## config.mk

```make
export PLATFORM = sky130hd
export DESIGN_NAME = iqc_collector
export DESIGN_NICKNAME = d
export VERILOG_FILES = /design/src/iqc_pkg.sv /design/src/iqc_collector.sv /design/src/iqc_delay_line.sv
export VERILOG_INCLUDE_DIRS = /design/src
export SDC_FILE = /design/constraint.sdc
export NUM_CORES = 1
export LEC_CHECK = 0
export ABC_AREA = 1
export BUFFER_PORTS_ARGS = -buffer_cell sky130_fd_sc_hd__buf_2
export CAP_MARGIN = 0
export CORE_MARGIN = 2
export CORE_UTILIZATION = 30
export CTS_BUF_LIST = sky130_fd_sc_hd__clkbuf_4 sky130_fd_sc_hd__clkbuf_8
export DETAILED_ROUTE_END_ITERATION = 8
export GPL_TIMING_DRIVEN = 0
export PLACE_DENSITY_LB_ADDON = 0.12
export SYNTH_ARGS = -nofsm -noshare
export SYNTH_HDL_FRONTEND = slang
export SYNTH_SLANG_ARGS = --single-unit
export TNS_END_PERCENT = 30
```

## constraint.sdc

```tcl
create_clock -name aclk -period 19.8 [get_ports aclk]
set_clock_uncertainty 0.2 [all_clocks]
set_input_delay 3.96 -clock aclk [delete_from_list [all_inputs] [get_ports aclk]]
set_output_delay 3.96 -clock aclk [all_outputs]
set_load 0.01 [all_outputs]
```

## src/iqc_map.svh

```systemverilog
// register offsets, field positions, reset values and timing counts of the collector
// assumes byte addresses on a 32-bit AXI4-Lite slave, one aligned word per register
`ifndef IQC_MAP_SVH
`define IQC_MAP_SVH

// address width decoded by the slave
`define IQC_ADDR_W 8
// register byte offsets
`define IQC_OFF_SRC 8'h84
`define IQC_OFF_CTRL 8'h88
`define IQC_OFF_STAT 8'h8c
`define IQC_OFF_MASK 8'h90
// low-latency enable bit in the control word
`define IQC_FAST_BIT 0
// reset values
`define IQC_RST_WORD 32'h0000_0000
`define IQC_RST_BIT 1'h0
// fixed latency in system clock cycles
`define IQC_FIXED_LAT 13
// AXI responses
`define IQC_RESP_OKAY 2'h0
`define IQC_RESP_SLVERR 2'h2

`endif

```

## src/iqc_pkg.sv

```systemverilog
// shared types of the interrupt request collector
// assumes iqc_map.svh for all numeric constants
`default_nettype none

package iqc_pkg;

	// register selected by an address
	typedef enum logic [2:0]
	{
		IQC_SEL_SRC,
		IQC_SEL_CTRL,
		IQC_SEL_STAT,
		IQC_SEL_MASK,
		IQC_SEL_NONE
	} iqc_sel_t;

endpackage

`default_nettype wire
```

## src/iqc_collector.sv

```systemverilog
// interrupt request collector: synchronises peripheral requests, merges software-forced
// requests and presents them to the core interrupt inputs with fixed or shortest latency
// assumes peripheral requests are levels synchronous to aclk and an AXI4-Lite master
`timescale 1ns/1ps
`default_nettype none
`include "iqc_map.svh"

// Contract
// - synchronise peripheral requests onto 32 core lines
// - peripheral and software requests always merged on each line, no mode switch
// - writing one to clear bit sets request
// - writing one to set bit withdraws only its software request; a peripheral request stays
// - writing zero leaves bit unchanged
// - fast bit low: exactly 13 cycles latency
// - fast bit high: shortest latency
// - source and control read zero after reset
module iqc_collector #(
	parameter int FIXED_LAT = `IQC_FIXED_LAT
) (
	// clock, reset, enable
	input wire logic aclk,
	input wire logic aresetn,
	input wire logic ce,
	// peripheral requests and core interrupt inputs
	input wire logic [31:0] periph_irq,
	output logic [31:0] core_interrupt_inputs,
	// summary interrupt
	output logic irq_out,
	// AXI4-Lite write address
	input wire logic awvalid,
	output logic awready,
	input wire logic [`IQC_ADDR_W-1:0] awaddr,
	// AXI4-Lite write data
	input wire logic wvalid,
	output logic wready,
	input wire logic [31:0] wdata,
	input wire logic [3:0] wstrb,
	// AXI4-Lite write response
	output logic bvalid,
	input wire logic bready,
	output logic [1:0] bresp,
	// AXI4-Lite read address
	input wire logic arvalid,
	output logic arready,
	input wire logic [`IQC_ADDR_W-1:0] araddr,
	// AXI4-Lite read data
	output logic rvalid,
	input wire logic rready,
	output logic [31:0] rdata,
	output logic [1:0] rresp
);

	logic [31:0] sync1_reg, sync2_reg, src_reg, line_vec, line_prev_reg, rise;
	logic [31:0] stat_reg, mask_reg, core_reg, dly_out, wmask, smask;
	logic fast_reg, irq_reg, wr_go;
	logic awready_reg, wready_reg, bvalid_reg, arready_reg, rvalid_reg;
	logic [1:0] bresp_reg, rresp_reg;
	logic [31:0] rdata_reg, wdata_q;
	logic [3:0] wstrb_q;
	logic [`IQC_ADDR_W-1:0] awaddr_q;
	iqc_pkg::iqc_sel_t wr_sel;
	logic [4:0] fixed_run;

	// address decode, shared by both channels
	function automatic iqc_pkg::iqc_sel_t decode(input logic [`IQC_ADDR_W-1:0] a);
		logic [`IQC_ADDR_W-1:0] w;
		w = {a[`IQC_ADDR_W-1:2], 2'h0};
		case (w)
			`IQC_OFF_SRC: decode = iqc_pkg::IQC_SEL_SRC;
			`IQC_OFF_CTRL: decode = iqc_pkg::IQC_SEL_CTRL;
			`IQC_OFF_STAT: decode = iqc_pkg::IQC_SEL_STAT;
			`IQC_OFF_MASK: decode = iqc_pkg::IQC_SEL_MASK;
			default: decode = iqc_pkg::IQC_SEL_NONE;
		endcase
	endfunction

	// byte strobes widened to a bit mask
	function automatic logic [31:0] strb_mask(input logic [3:0] s);
		logic [31:0] m;
		m = 32'h0000_0000;
		for (int i = 0; i < 4; i++)
			m[i*8 +: 8] = {8{s[i]}};
		return m;
	endfunction

	// two-stage synchroniser; only the second stage feeds the merge
	always_ff @(posedge aclk)
	begin
		if (!aresetn)
		begin
			sync1_reg <= `IQC_RST_WORD;
			sync2_reg <= `IQC_RST_WORD;
		end
		else if (ce)
		begin
			sync1_reg <= periph_irq;
			sync2_reg <= sync1_reg;
		end
	end

	// a line is up for either a peripheral or a software request
	assign line_vec = sync2_reg | src_reg;
	assign rise = line_vec & ~line_prev_reg;
	assign smask = strb_mask(wstrb_q);
	assign wmask = wdata_q & smask;
	assign wr_sel = decode(awaddr_q);
	assign wr_go = !awready_reg && !wready_reg && !bvalid_reg;

	// fixed path: the delay line plus the output flop make the full latency
	iqc_delay_line #(
		.DEPTH(FIXED_LAT - 1),
		.W(32)
	) u_delay (
		.aclk(aclk),
		.aresetn(aresetn),
		.ce(ce),
		.din(line_vec),
		.dout(dly_out)
	);

	// core line driver; a mode change mid-flight may drop or repeat a short pulse
	always_ff @(posedge aclk)
	begin
		if (!aresetn)
			core_reg <= `IQC_RST_WORD;
		else if (ce)
			core_reg <= fast_reg ? line_vec : dly_out;
	end

	// write address channel, held until the write commits
	always_ff @(posedge aclk)
	begin
		if (!aresetn)
		begin
			awready_reg <= 1'h1;
			awaddr_q <= '0;
		end
		else if (ce)
		begin
			if (awvalid && awready_reg)
			begin
				awready_reg <= 1'h0;
				awaddr_q <= awaddr;
			end
			else if (wr_go)
				awready_reg <= 1'h1;
		end
	end

	// write data channel, taken independently of the address
	always_ff @(posedge aclk)
	begin
		if (!aresetn)
		begin
			wready_reg <= 1'h1;
			wdata_q <= `IQC_RST_WORD;
			wstrb_q <= 4'h0;
		end
		else if (ce)
		begin
			if (wvalid && wready_reg)
			begin
				wready_reg <= 1'h0;
				wdata_q <= wdata;
				wstrb_q <= wstrb;
			end
			else if (wr_go)
				wready_reg <= 1'h1;
		end
	end

	// write response; unmapped addresses answer with a slave error
	always_ff @(posedge aclk)
	begin
		if (!aresetn)
		begin
			bvalid_reg <= 1'h0;
			bresp_reg <= `IQC_RESP_OKAY;
		end
		else if (ce)
		begin
			if (wr_go)
			begin
				bvalid_reg <= 1'h1;
				bresp_reg <= (wr_sel == iqc_pkg::IQC_SEL_NONE) ? `IQC_RESP_SLVERR : `IQC_RESP_OKAY;
			end
			else if (bready)
				bvalid_reg <= 1'h0;
		end
	end

	// source bits: a one clears a raised line's software part, else sets it
	always_ff @(posedge aclk)
	begin
		if (!aresetn)
			src_reg <= `IQC_RST_WORD;
		else if (ce && wr_go && wr_sel == iqc_pkg::IQC_SEL_SRC)
			src_reg <= (src_reg & ~wmask) | (wmask & ~line_vec);
	end

	// low-latency enable
	always_ff @(posedge aclk)
	begin
		if (!aresetn)
			fast_reg <= `IQC_RST_BIT;
		else if (ce && wr_go && wr_sel == iqc_pkg::IQC_SEL_CTRL && wstrb_q[0])
			fast_reg <= wdata_q[`IQC_FAST_BIT];
	end

	// sticky line-rise status; a rise in the clearing cycle wins
	always_ff @(posedge aclk)
	begin
		if (!aresetn)
		begin
			stat_reg <= `IQC_RST_WORD;
			line_prev_reg <= `IQC_RST_WORD;
		end
		else if (ce)
		begin
			line_prev_reg <= line_vec;
			if (wr_go && wr_sel == iqc_pkg::IQC_SEL_STAT)
				stat_reg <= (stat_reg & ~wmask) | rise;
			else
				stat_reg <= stat_reg | rise;
		end
	end

	// mask, byte-lane writes
	always_ff @(posedge aclk)
	begin
		if (!aresetn)
			mask_reg <= `IQC_RST_WORD;
		else if (ce && wr_go && wr_sel == iqc_pkg::IQC_SEL_MASK)
			mask_reg <= (mask_reg & ~smask) | (wdata_q & smask);
	end

	// level interrupt, one cycle behind the status
	always_ff @(posedge aclk)
	begin
		if (!aresetn)
			irq_reg <= 1'h0;
		else if (ce)
			irq_reg <= |(stat_reg & mask_reg);
	end

	// read channel: data one cycle after the address is taken
	always_ff @(posedge aclk)
	begin
		if (!aresetn)
		begin
			arready_reg <= 1'h1;
			rvalid_reg <= 1'h0;
			rdata_reg <= `IQC_RST_WORD;
			rresp_reg <= `IQC_RESP_OKAY;
		end
		else if (ce)
		begin
			if (arvalid && arready_reg)
			begin
				arready_reg <= 1'h0;
				rvalid_reg <= 1'h1;
				rresp_reg <= `IQC_RESP_OKAY;
				case (decode(araddr))
					iqc_pkg::IQC_SEL_SRC: rdata_reg <= line_vec;
					iqc_pkg::IQC_SEL_CTRL: rdata_reg <= {31'h0, fast_reg};
					iqc_pkg::IQC_SEL_STAT: rdata_reg <= stat_reg;
					iqc_pkg::IQC_SEL_MASK: rdata_reg <= mask_reg;
					default:
					begin
						rdata_reg <= `IQC_RST_WORD;
						rresp_reg <= `IQC_RESP_SLVERR;
					end
				endcase
			end
			else if (rvalid_reg && rready)
			begin
				rvalid_reg <= 1'h0;
				arready_reg <= 1'h1;
			end
		end
	end

	// outputs straight from flops
	assign core_interrupt_inputs = core_reg;
	assign irq_out = irq_reg;
	assign awready = awready_reg;
	assign wready = wready_reg;
	assign bvalid = bvalid_reg;
	assign bresp = bresp_reg;
	assign arready = arready_reg;
	assign rvalid = rvalid_reg;
	assign rdata = rdata_reg;
	assign rresp = rresp_reg;

	// helper: cycles spent enabled in fixed mode, saturating
	always_ff @(posedge aclk)
	begin
		if (!aresetn || !ce || fast_reg)
			fixed_run <= 5'h00;
		else if (fixed_run != 5'h1f)
			fixed_run <= fixed_run + 5'h01;
	end

	a_fixed_latency: assert property (@(posedge aclk) disable iff (!aresetn || !ce)
		(fixed_run > 5'(FIXED_LAT)) |-> (core_reg == $past(line_vec, FIXED_LAT)))
		else $error("fixed latency path not exact");

	a_fast_latency: assert property (@(posedge aclk) disable iff (!aresetn || !ce)
		($past(fast_reg) && $past(ce) && $past(aresetn)) |-> (core_reg == $past(line_vec)))
		else $error("fast path not one cycle");

	a_sync_path: assert property (@(posedge aclk) disable iff (!aresetn || !ce)
		($past(fast_reg) && $past(src_reg) == 32'h0 && $past(ce) && $past(ce, 2) && $past(ce, 3)
		&& $past(aresetn) && $past(aresetn, 2) && $past(aresetn, 3))
		|-> (core_reg == $past(periph_irq, 3)))
		else $error("peripheral request not synchronised");

	a_src_toggle: assert property (@(posedge aclk) disable iff (!aresetn || !ce)
		(wr_go && wr_sel == iqc_pkg::IQC_SEL_SRC) |=>
		((src_reg & $past(wmask)) == ($past(wmask) & ~$past(line_vec))))
		else $error("source bit write one wrong");

	a_zero_keeps: assert property (@(posedge aclk) disable iff (!aresetn || !ce)
		(wr_go && wr_sel == iqc_pkg::IQC_SEL_SRC) |=>
		((src_reg & ~$past(wmask)) == ($past(src_reg) & ~$past(wmask))))
		else $error("source bit changed on zero");

	a_reset_zero: assert property (@(posedge aclk)
		!aresetn |=> (src_reg == 32'h0 && !fast_reg && !bvalid_reg && !rvalid_reg))
		else $error("reset values not zero");

	a_src_read: assert property (@(posedge aclk) disable iff (!aresetn || !ce)
		(arvalid && arready_reg && decode(araddr) == iqc_pkg::IQC_SEL_SRC) |=>
		(rvalid_reg && rdata_reg == $past(line_vec) && rresp_reg == `IQC_RESP_OKAY))
		else $error("source read not line state");

	a_set_wins: assert property (@(posedge aclk) disable iff (!aresetn || !ce)
		(wr_go && wr_sel == iqc_pkg::IQC_SEL_STAT) |=> ((stat_reg & $past(rise)) == $past(rise)))
		else $error("status rise lost under clear");

	a_irq_level: assert property (@(posedge aclk) disable iff (!aresetn || !ce)
		($past(ce) && $past(aresetn)) |-> (irq_reg == |($past(stat_reg) & $past(mask_reg))))
		else $error("interrupt output wrong");

	a_bad_write: assert property (@(posedge aclk) disable iff (!aresetn || !ce)
		(wr_go && wr_sel == iqc_pkg::IQC_SEL_NONE) |=> (bvalid_reg && bresp_reg == `IQC_RESP_SLVERR))
		else $error("unmapped write not refused");

endmodule // iqc_collector

`default_nettype wire

```

## src/iqc_delay_line.sv

```systemverilog
// shift-register delay line for a vector of request lines
// assumes one clock, synchronous active-low reset and a freezing clock enable
`timescale 1ns/1ps
`default_nettype none
`include "iqc_map.svh"

module iqc_delay_line #(
	parameter int DEPTH = `IQC_FIXED_LAT - 1,
	parameter int W = 32
) (
	// clock and reset
	input wire logic aclk,
	input wire logic aresetn,
	input wire logic ce,
	// data
	input wire logic [W-1:0] din,
	output logic [W-1:0] dout
);

	localparam int RUN_W = $clog2(DEPTH + 1);

	logic [W-1:0] stage [DEPTH];
	logic [RUN_W-1:0] run_cnt;

	// one stage per cycle; an array keeps the depth a single parameter
	always_ff @(posedge aclk)
	begin
		if (!aresetn)
		begin
			for (int i = 0; i < DEPTH; i++)
				stage[i] <= '0;
		end
		else if (ce)
		begin
			stage[0] <= din;
			for (int i = 1; i < DEPTH; i++)
				stage[i] <= stage[i-1];
		end
	end

	assign dout = stage[DEPTH-1];

	// helper: enabled edges in a row out of reset; a reset or freeze mid-line breaks the relation
	always_ff @(posedge aclk)
	begin
		if (!aresetn || !ce)
			run_cnt <= '0;
		else if (run_cnt != RUN_W'(DEPTH))
			run_cnt <= run_cnt + RUN_W'(1);
	end

	a_delay_depth: assert property (@(posedge aclk) disable iff (!aresetn || !ce)
		(run_cnt == RUN_W'(DEPTH)) |-> (dout == $past(din, DEPTH)))
		else $error("delay line depth wrong");

endmodule // iqc_delay_line

`default_nettype wire

```

## Word-level counts from Yosys, hierarchy flattened

Memories as Yosys holds them, arrays and structs flattened.
Cells that the tools add are included.

| word-level totals | value |
|---|---|
| memories | 1 |
| bits in writable memories | 384 |
| flip-flop bits (word level) | 311 |
| input bits | 92 |

| operators by class | value |
|---|---|
| multiplexer cells | 35 |
| eq/ne operators | 15 |
| reduce and logical (&&, ||, !) cells | 31 |
| bitwise gates (word level) | 28 |

Memory list:

| memory | words | bits a word | rd ports | clocked after Yosys merged registers in | wr ports | RTL line | RTL |
|---|---|---|---|---|---|---|---|
| u_delay.stage | 12 | 32 | 12 | 0 | 12 | iqc_delay_line.sv:22 | `logic [W-1:0] stage [DEPTH];` |

Operators by type and width:

| kind | count |
|---|---|
| 32-bit 2-to-1 mux | 14 |
| 32-bit AND | 7 |
| 32-bit OR | 5 |
| 32-bit inverter | 4 |
| 32-bit one-hot mux with 4 select lines | 1 |
| 6-bit equality test, second input constant | 8 |
| 32-bit OR reduction | 1 |
| 3-bit one-hot mux with 4 select lines | 2 |
| 2-bit AND reduction | 8 |
| 1-bit 2-to-1 mux | 13 |
| 3-bit by 2-bit equality test with 1-bit output, second input constant | 4 |
| 1-bit logical AND | 12 |
| 1-bit OR | 12 |
| 3-bit 2-to-1 mux | 3 |
| 2-bit nonzero test | 4 |
| 3-bit by 1-bit equality test with 1-bit output, second input constant | 2 |
| 3-bit logical NOT | 2 |
| 2-bit 2-to-1 mux | 2 |
| 4-bit OR reduction | 1 |
| 3-bit equality test, second input constant | 1 |
| 1-bit logical NOT | 3 |

## Longest topological paths before layout

Gate-level depths: netlist of run 1.

| depth | value |
|---|---|
| depth after elaboration | 8 |
| depth in mapped cells | 9 |
| depth with buffers taken out | 8 |

## Modules after synthesis

Synthesis of run 1 repeated with hierarchy kept, for this count alone.

| second synthesis, totals | value |
|---|---|
| cell total of the unflattened synthesis | 3048 |
| area total of the unflattened synthesis | 27976.8 um^2 |

Modules (own cells, without submodules):

| module | times used | area an instance (um^2) | cells an instance |
|---|---|---|---|
| iqc_delay_line | 1 | 15067.0 | 1229 |
| iqc_collector | 1 | 12909.9 | 1819 |

## Least setup slack after synthesis of run 1

No wires, ideal clock.

| timing | value |
|---|---|
| kind | in2reg |
| from | input port aresetn |
| to | memory u_delay.stage[0][0], enable pin |
| buffers on the path | 2 |
| required time | 18.702 ns |
| library setup time | 0.898 ns |
| arrival | 14.951 ns |
| slack | 3.750 ns |
| stages | 5 |
| cell sequence | inv_2 -> nor2_1 -> inv_1 -> clkbuf_1 -> clkbuf_1 |

RTL lines:

| element | RTL line | RTL |
|---|---|---|
| start, declared | iqc_collector.sv:22 | `input wire logic aresetn,` |
| end, declared | iqc_delay_line.sv:22 |  |

==> run summary, run 1 <==
The tools report the sequential fraction of the synthesis area as 0.651. For the worst flop-to-flop path, the logic depth is 8. IR analysis of the VDD net gives a maximum drop of 0.0000563 V.

Max-cap violations in this run came to 0. The TritonCTS buffer count was 117. For this run the aggregate overflow at the end of global routing stands at 0. The portion of the clock cycle consumed by the worst path in the final layout is 0.344. The fraction of the core area covered by cells at the end of the flow was 0.356; the final RePlAce weighted congestion was 0.858. After clock tree synthesis, the clock-pin slew on the worst setup and hold paths is 0.06 ns. The total design power came out at 3.11 mW.

The maximum clock frequency came out at 0.147 GHz. The run gives 4,491 as the filler-free cell count of the finished design. STA puts the critical path data required time at 19.99 ns. The tools report the CTS sink count as 691.

The H-tree generated during clock tree synthesis spans 3 levels. The number of setup buffers added after CTS is 0. The aggregate global-route resource usage is 0.164.

The worst setup path is captured at a register. Dividing the detail-routed wire length by the instance count gives 17.1 um. Synthesis handed over a netlist of 2,929 instances. The number of stages on the worst hold path was 2. The number of hold buffers added after CTS was 0.

Across the whole layout, storage elements account for 17,700 sq um. Via count of the first global-routing pass: 20.4k. The fraction of layout instances using a drive strength above 1 works out to 0.139. TritonCTS built the clock tree. For the later-pin clock latency in the skew report, the log shows 0.74 ns. The post-route antenna net violation count is 0.

The cell sitting at the root of the clock tree is a sky130_fd_sc_hd__clkbuf_8. Measured along the x axis, the die boundary spans 305 um. The die is 305 um tall. For this design the static power due to leakage is 13.6 nW. The post-cts resize count came out at 0. Largest register by flop count: u_delay.stage. Row generation in the floorplan step produced 110 rows. The run gives 0.309 as the max-slew headroom at the worst pin. The run finished with clean final reports.

Summing over every cut layer, the via total after detailed routing is 20.3k. The total placed instance area is 29,600 sq um, and the number of placed cells counting well taps is 4,271. Top fanout value on the critical path: 64. The post-layout worst setup margin was 13.00 ns. The floorplan step defined a die boundary enclosing 92,900 sq um.

The first global-routing pass estimated 118,000 um of wire. The cell area that synthesis handed to floorplanning was 27,100 sq um. Total detailed-routing wirelength: 76,700 um.

The number of warning messages in the yosys log came out at 0. The deepest clock path buffer count is 3. Before CTS, the worst setup slack after placement is 12.22 ns.

The final number of hold-violating endpoints is 0. The placeable core region was 89,900 sq um; the power density over the cells was 97.1 nW/um^2. The count of buffers from port buffering was 159. The detailed router finished its first iteration with 1,653 violations. Data on the critical path arrives at its endpoint at 6.99 ns. The setup TNS is 0 ns, and the area growth from synthesis to layout is 18.1%. Detail-routed via count per cell: 4.53.

The area of all placed cells without fillers was 32,000 sq um; the number of placed I/O pins was 166. The critical path in this run is classified as in -> reg. The number of antenna violations at the first check in global routing came out at 4. The starting utilization of the core area was 0.302. The number of max-slew violations in the final report came out at 0. The register with the most flip-flops in the layout has 384 of them. Detailed placement finished with a half-perimeter wire length of 57,400 um. The worst hold path belongs to the class reg -> reg. The setup-violating endpoint count in the final report is 0.

In the routed design, unresolved DRC markers number 0. The first detailed-routing pass ran for 6 iterations. The logs give 6660 sq um for the area used by multi-input combinational logic and 26 for the number of distinct standard cells referenced by the synthesized netlist. The register bit total from synthesis works out to 691. The worst path in the final design needs a cycle of 6.80 ns, including I/O delays and setup. The post-synthesis area per instance works out to 9.26 sq um. For the pin with the worst max-slew slack, the measured transition is 1.04 ns. The tools report the number of nets in the final layout as 3,306.

Setup repair after global routing left no endpoint under its margin. Fill cell total of the finished layout: 9,399. Critical path startpoint category: an input port. Entering global routing, the biggest net connects 69 pins. The tightest hold path in the finished design has a slack of 0.252 ns.
-- critical path: stages --
cell,delay (ns)
sky130_fd_sc_hd__buf_2,0.11
sky130_fd_sc_hd__inv_2,0.18
sky130_fd_sc_hd__nor2_1,0.18
sky130_fd_sc_hd__inv_1,0.10
sky130_fd_sc_hd__clkbuf_1,0.62
sky130_fd_sc_hd__clkbuf_4,0.79
sky130_fd_sc_hd__buf_16,0.31
sky130_fd_sc_hd__buf_16,0.30
sky130_fd_sc_hd__buf_16,0.32
-- placed cells by master, fill, tap and decap left out, types with 100 or more instances in the layout --
| cell type | n |
|---|---|
| sky130_fd_sc_hd__clkbuf_1 | 100 |
| sky130_fd_sc_hd__nand3_1 | 139 |
| sky130_fd_sc_hd__clkbuf_8 | 131 |
| sky130_fd_sc_hd__nand2_1 | 501 |
| sky130_fd_sc_hd__edfxtp_1 | 384 |
| sky130_fd_sc_hd__dfxtp_1 | 307 |
| sky130_fd_sc_hd__o21ai_0 | 186 |
| sky130_fd_sc_hd__a21oi_1 | 143 |
| sky130_fd_sc_hd__nor2_1 | 369 |
| sky130_fd_sc_hd__inv_1 | 567 |
| sky130_fd_sc_hd__buf_2 | 200 |
-- final cells by class --
cell class	count	area share
Buffer	158	0.0205
Timing Repair Buffer	165	0.0300
Tap cell	1176	0.0459
Clock inverter	27	0.00629
Sequential cell	691	0.552
Inverter	573	0.0671
Antenna cell	1	0.0000781
Multi-Input combinational cell	1508	0.208
Clock buffer	192	0.0706
-- synth_stat cells, drive strengths merged --
library cell,number,area share
buf,57,0.010
clkinv,1,0.00014
a21oi,143,0.026
nor2,369,0.051
inv,572,0.079
nor3,5,0.0015
clkbuf,101,0.014
nand2,502,0.070
nand4,75,0.017
o31ai,1,0.00028
nand3,140,0.026
conb,1,0.00014
o22ai,32,0.0074
dfxtp,307,0.23
edfxtp,384,0.42
o21ai,206,0.038
a22o,1,0.00032
or2,32,0.0074
-- logic make-up (layout without fill, tap and decap cells) --
group | count (synthesis) | after routing | synth area share
flops | 691 | 691 | 0.651
simple gates | 1123 | 1123 | 0.173
other cells | 1 | 3 | 0.000138
buf+inv | 731 | 1115 | 0.103
compound gates | 383 | 383 | 0.0723
-- per-layer routing --
metal  GRT usage  share of wire  routed length [um]
met3      0.0277          0.050                3800
met4      0.0449          0.021                1630
met5           0              0                   0
met2       0.251           0.44               33400
met1       0.239           0.49               37800
-- power breakdown --
| group | leakage (nW) | internal [mW] | switching, mW |
|---|---|---|---|
| logic | 5.47 | 0.0426 | 0.116 |
| registers | 6.75 | 1.58 | 0.0264 |
| clock network | 1.33 | 0.747 | 0.593 |
-- worst paths after layout --
kind | startpoint | slack [ns] | end
worst max register to register | bvalid | 17.39 | register
worst min register to register | awaddr_q[6] | 0.25 | awaddr_q[6]
worst max-delay path | aresetn | 13.00 | u_delay.stage[0][201]
worst min-delay path | awaddr_q[6] | 0.25 | awaddr_q[6]
Note: power is estimated with default switching activity, not from simulation.
==> run 2: changes to the inputs <==
==> constraint.sdc (replaced) <==
create_clock -name aclk -period 6.7 [get_ports aclk]
set_clock_uncertainty 0.2 [all_clocks]
set_input_delay 1.34 -clock aclk [delete_from_list [all_inputs] [get_ports aclk]]
set_output_delay 1.34 -clock aclk [all_outputs]
set_load 0.01 [all_outputs]
==> run 2 against run 1 <==
  * Wire length increased by 0.87%
  * Highest routed layer unchanged
  * Non-clock buffer count decreased by 4
  * Combinational power increased to 2.9 times the previous value
  * Die area unchanged
  * Total power increased to 3.0 times the previous value
  * Critical path depth decreased by 2
  * Register-to-register slack got worse by 13 ns
  * Hold slack got worse by 0.0040 ns
  * Critical path type unchanged
==> run summary, run 2 (synthesized netlist as in run 1, its figures left out) <==
For the detailed-route DRC error count, the log shows 0 (unchanged). The cell-internal power was 7.13 mW (+200%). For the die area, the log shows 92,900 sq um (unchanged). The run gives 0 (unchanged) as the hold-fix buffer count after cts. The count of buffering cells on the critical path with inverters included was 6 (-2); the critical path depth was 7 (-2). By startpoint and endpoint, the worst setup path is classified as in -> reg. The vertical die dimension is 305 um (unchanged), and the later-pin clock latency in the skew report is 0.75 ns (about the same). Total half-perimeter wirelength after legalization and detailed placement: 57,100 um (-0.56%). The DRC marker count from the first detailed-route iteration was 1,606 (-2.8%). TritonCTS built the clock tree. Setup repair after global routing left no endpoint under its margin. The library cell used most frequently in the layout, excluding fill and tap cells, is sky130_fd_sc_hd__inv_1. The number of setup buffers added after CTS came out at 0 (unchanged).

The net load switching power came out at 2.25 mW (+210%). For the worst voltage drop across the vdd grid, the log shows 0.000178 V (+220%). The time the final worst path needs with I/O delays and setup works out to 3.77 ns. The run gives 153 (+120%) as the maximum number of pins on one net before global-route repair. Post-layout worst setup margin: 2.93 ns (-10.07 ns). The endpoint of the worst hold-timing path was awaddr_q[6]. The max-slew headroom at the worst pin is 0.266 (-0.0439), and the detail-routed via count per cell is 4.53 (+0.21%). The switching share of power was 0.240 (+0.00309); the setup-violating endpoint count in the final report was 0 (unchanged). Count of max-cap constraint violations: 0 (unchanged).

The CTS sink count is 691 (unchanged). The count of buffers from port buffering was 159 (unchanged); the post-route antenna net violation count was 0 (unchanged). The length of the first detailed-routing pass in iterations is 5 (-1). The critical path startpoint category was an input port.

For the TritonCTS buffer count, the log shows 119 (+1.7%). The post-cts resize count is 0 (unchanged). The longest individual stage delay on the worst path was 0.68 ns (-0.11 ns). The portion of the clock cycle consumed by the worst path in the final layout was 0.563. The run gives 29,500 sq um (-0.31%) as the total placed instance area. The top fanout value on the critical path was 152 (+140%). In this run the worst hold path is classified as reg -> reg.

Final RePlAce weighted congestion: 0.860 (+0.29%). The total global routing overflow is 0 (unchanged), and the data arrival time at the worst-slack endpoint is 3.95 ns (-3.04 ns). Flip-flop count of the largest register, all copies and words added: 384 (unchanged). The tools report the relative contribution of sequential cells to total power as 0.508 (-0.010). The cell at the root of the clock tree was sky130_fd_sc_hd__clkbuf_8. The power density over the cells was 292 nW/um^2 (+200%). The run gives 20.0k (-2.3%) as the via count of the first global-routing pass.

Broken down by cell family, the worst path's largest delay share belongs to buffers and inverters. The flow ran to the end, and the final reports show no timing, DRC or antenna violations. The die boundary width works out to 305 um (unchanged). In this run the critical register-to-register path is launched from wready. The total detailed-routing wirelength was 77,300 um (+0.87%); the portion of total power attributed to combinational logic was 0.049 (-0.002).

The number of antenna violations at the first check in global routing is 4 (unchanged), and the starting utilization of the core area is 0.302 (unchanged). The maximum clock frequency is 0.265 GHz. For this design, the slowest cell found on the critical path is sky130_fd_sc_hd__clkbuf_1.

The run gives 89,900 sq um (unchanged) as the placeable core region. The tools report the number of max-slew violations in the final report as 0 (unchanged). Cell row count: 110 (unchanged). The run gives 6.88 ns (-13.11 ns) as the required time of the critical path. The worst-case reg-to-reg path depth is 8 (unchanged).

The startpoint of the most critical hold path is awaddr_q[6]. The final number of hold-violating endpoints is 0 (unchanged). Area growth from synthesis to layout: 18.3%. The run gives 3 (unchanged) as the number of H-tree levels. For the standby leakage power, the log shows 13.6 nW (+0.20%). The run gives 2.17 ns (-10.05 ns) as the minimum setup slack after placement. The slew at the pin with the worst max-slew slack is 1.10 ns (+0.0659 ns). Walking the worst path, the cells encountered are buf_2 -> inv_2 -> nor2_1 -> inv_1 -> clkbuf_1 -> clkbuf_16 -> buf_16.

Wire length per cell: 17.2 um (+0.76%). The fraction of layout instances using a drive strength above 1 was 0.140 (+0.000694). u_delay.stage holds more flip-flops than any other register. The slack of the worst reg-to-reg path is 4.19 ns (-13.20 ns), and the via count is 20.4k (+0.32%).

The aggregate global-route resource usage was 0.163 (-0.000675). The logs give 9,330 (-0.73%) for the fill cell total of the finished layout and 3,304 (-0.060%) for the number of nets in the final layout. Kind of end point of the critical path: a register. The number of placed I/O pins is 166 (unchanged).

For the clock network fraction of total power, the log shows 0.442 (+0.011). The wire length of the first global-routing pass is 117,000 um (-0.86%), and the number of stages on the worst hold path is 2 (unchanged). Leaving out fill and tap cells, the most frequent cells in the layout are 567 x sky130_fd_sc_hd__inv_1, 501 x sky130_fd_sc_hd__nand2_1, 384 x sky130_fd_sc_hd__edfxtp_1. The deepest clock path buffer count was 3 (unchanged); the clock-pin slew on the worst setup and hold paths was 0.06 ns (about the same). The tools report the area of all placed cells without fillers as 32,100 sq um (+0.22%).
## run 2: changes by cell type in the layout (fill, tap and decap cells not counted), sizes merged
cell,delta
buf,-4
clkinvlp,+2
clkinv,+11
bufinv,+1
clkbuf,-5
## run 2: through the flow
step | TNS (ns) | std cells | total power [mW] | util | hold WS (ns)
6_report | 0 | 4496 | 9.37 | 0.357 | 0.248
5_1_grt | 0 | 4496 | 9.76 | 0.357 | 0.272
4_1_cts | 0 | 4495 | 9.51 | 0.357 | 0.250
3_5_place_dp | 0 | 4267 | 5.32 | 0.328 | 0.240
3_3_place_gp | -249.41 | 4265 | 5.33 | 0.327 | 0.236
2_1_floorplan | 0 | 2930 | 5.11 | - | 0.220
## run 2: worst max path at each step
stage	from	endpoint
4_1_cts	aresetn	u_delay.stage[0][281]
5_1_grt	aresetn	u_delay.stage[0][215]
6_report	aresetn	u_delay.stage[0][243]
2_1_floorplan	aresetn	u_delay.stage[0][0]
3_3_place_gp	aresetn	u_delay.stage[0][233]
3_5_place_dp	aresetn	u_delay.stage[0][243]
## run 2: cell type report
class,count,area [sq um],share of cell area
sequential,691,17700,0.551
multi-input combinational,1508,6660,0.207
clock buffer,187,2310,0.0720
inverter,573,2150,0.0670
tap,1176,1470,0.0458
timing repair buffer,161,851,0.0265
buffer,158,673,0.0210
clock inverter,41,315,0.00982
antenna,1,2.50,0.0000779
## run 2: routing by layer
layer | GRT usage | routed length (um)
met5 | 0 | 0
met4 | 0.0478 | 1630
met3 | 0.0280 | 3850
met2 | 0.249 | 33800
met1 | 0.237 | 38100
## run 2: power by group through the flow
stage,logic [mW],clock network [mW],registers [mW]
3_3_place_gp,0.457,0,4.87
6_report,0.463,4.15,4.76
4_1_cts,0.470,4.27,4.77
3_5_place_dp,0.468,0,4.85
2_1_floorplan,0.272,0,4.84
5_1_grt,0.524,4.45,4.78
## run 2: tightest hold or removal path, stage by stage, from the launching register on
cell                      delay (ns)
sky130_fd_sc_hd__dfxtp_1        0.31
sky130_fd_sc_hd__inv_1          0.05
sky130_fd_sc_hd__a21oi_1        0.05
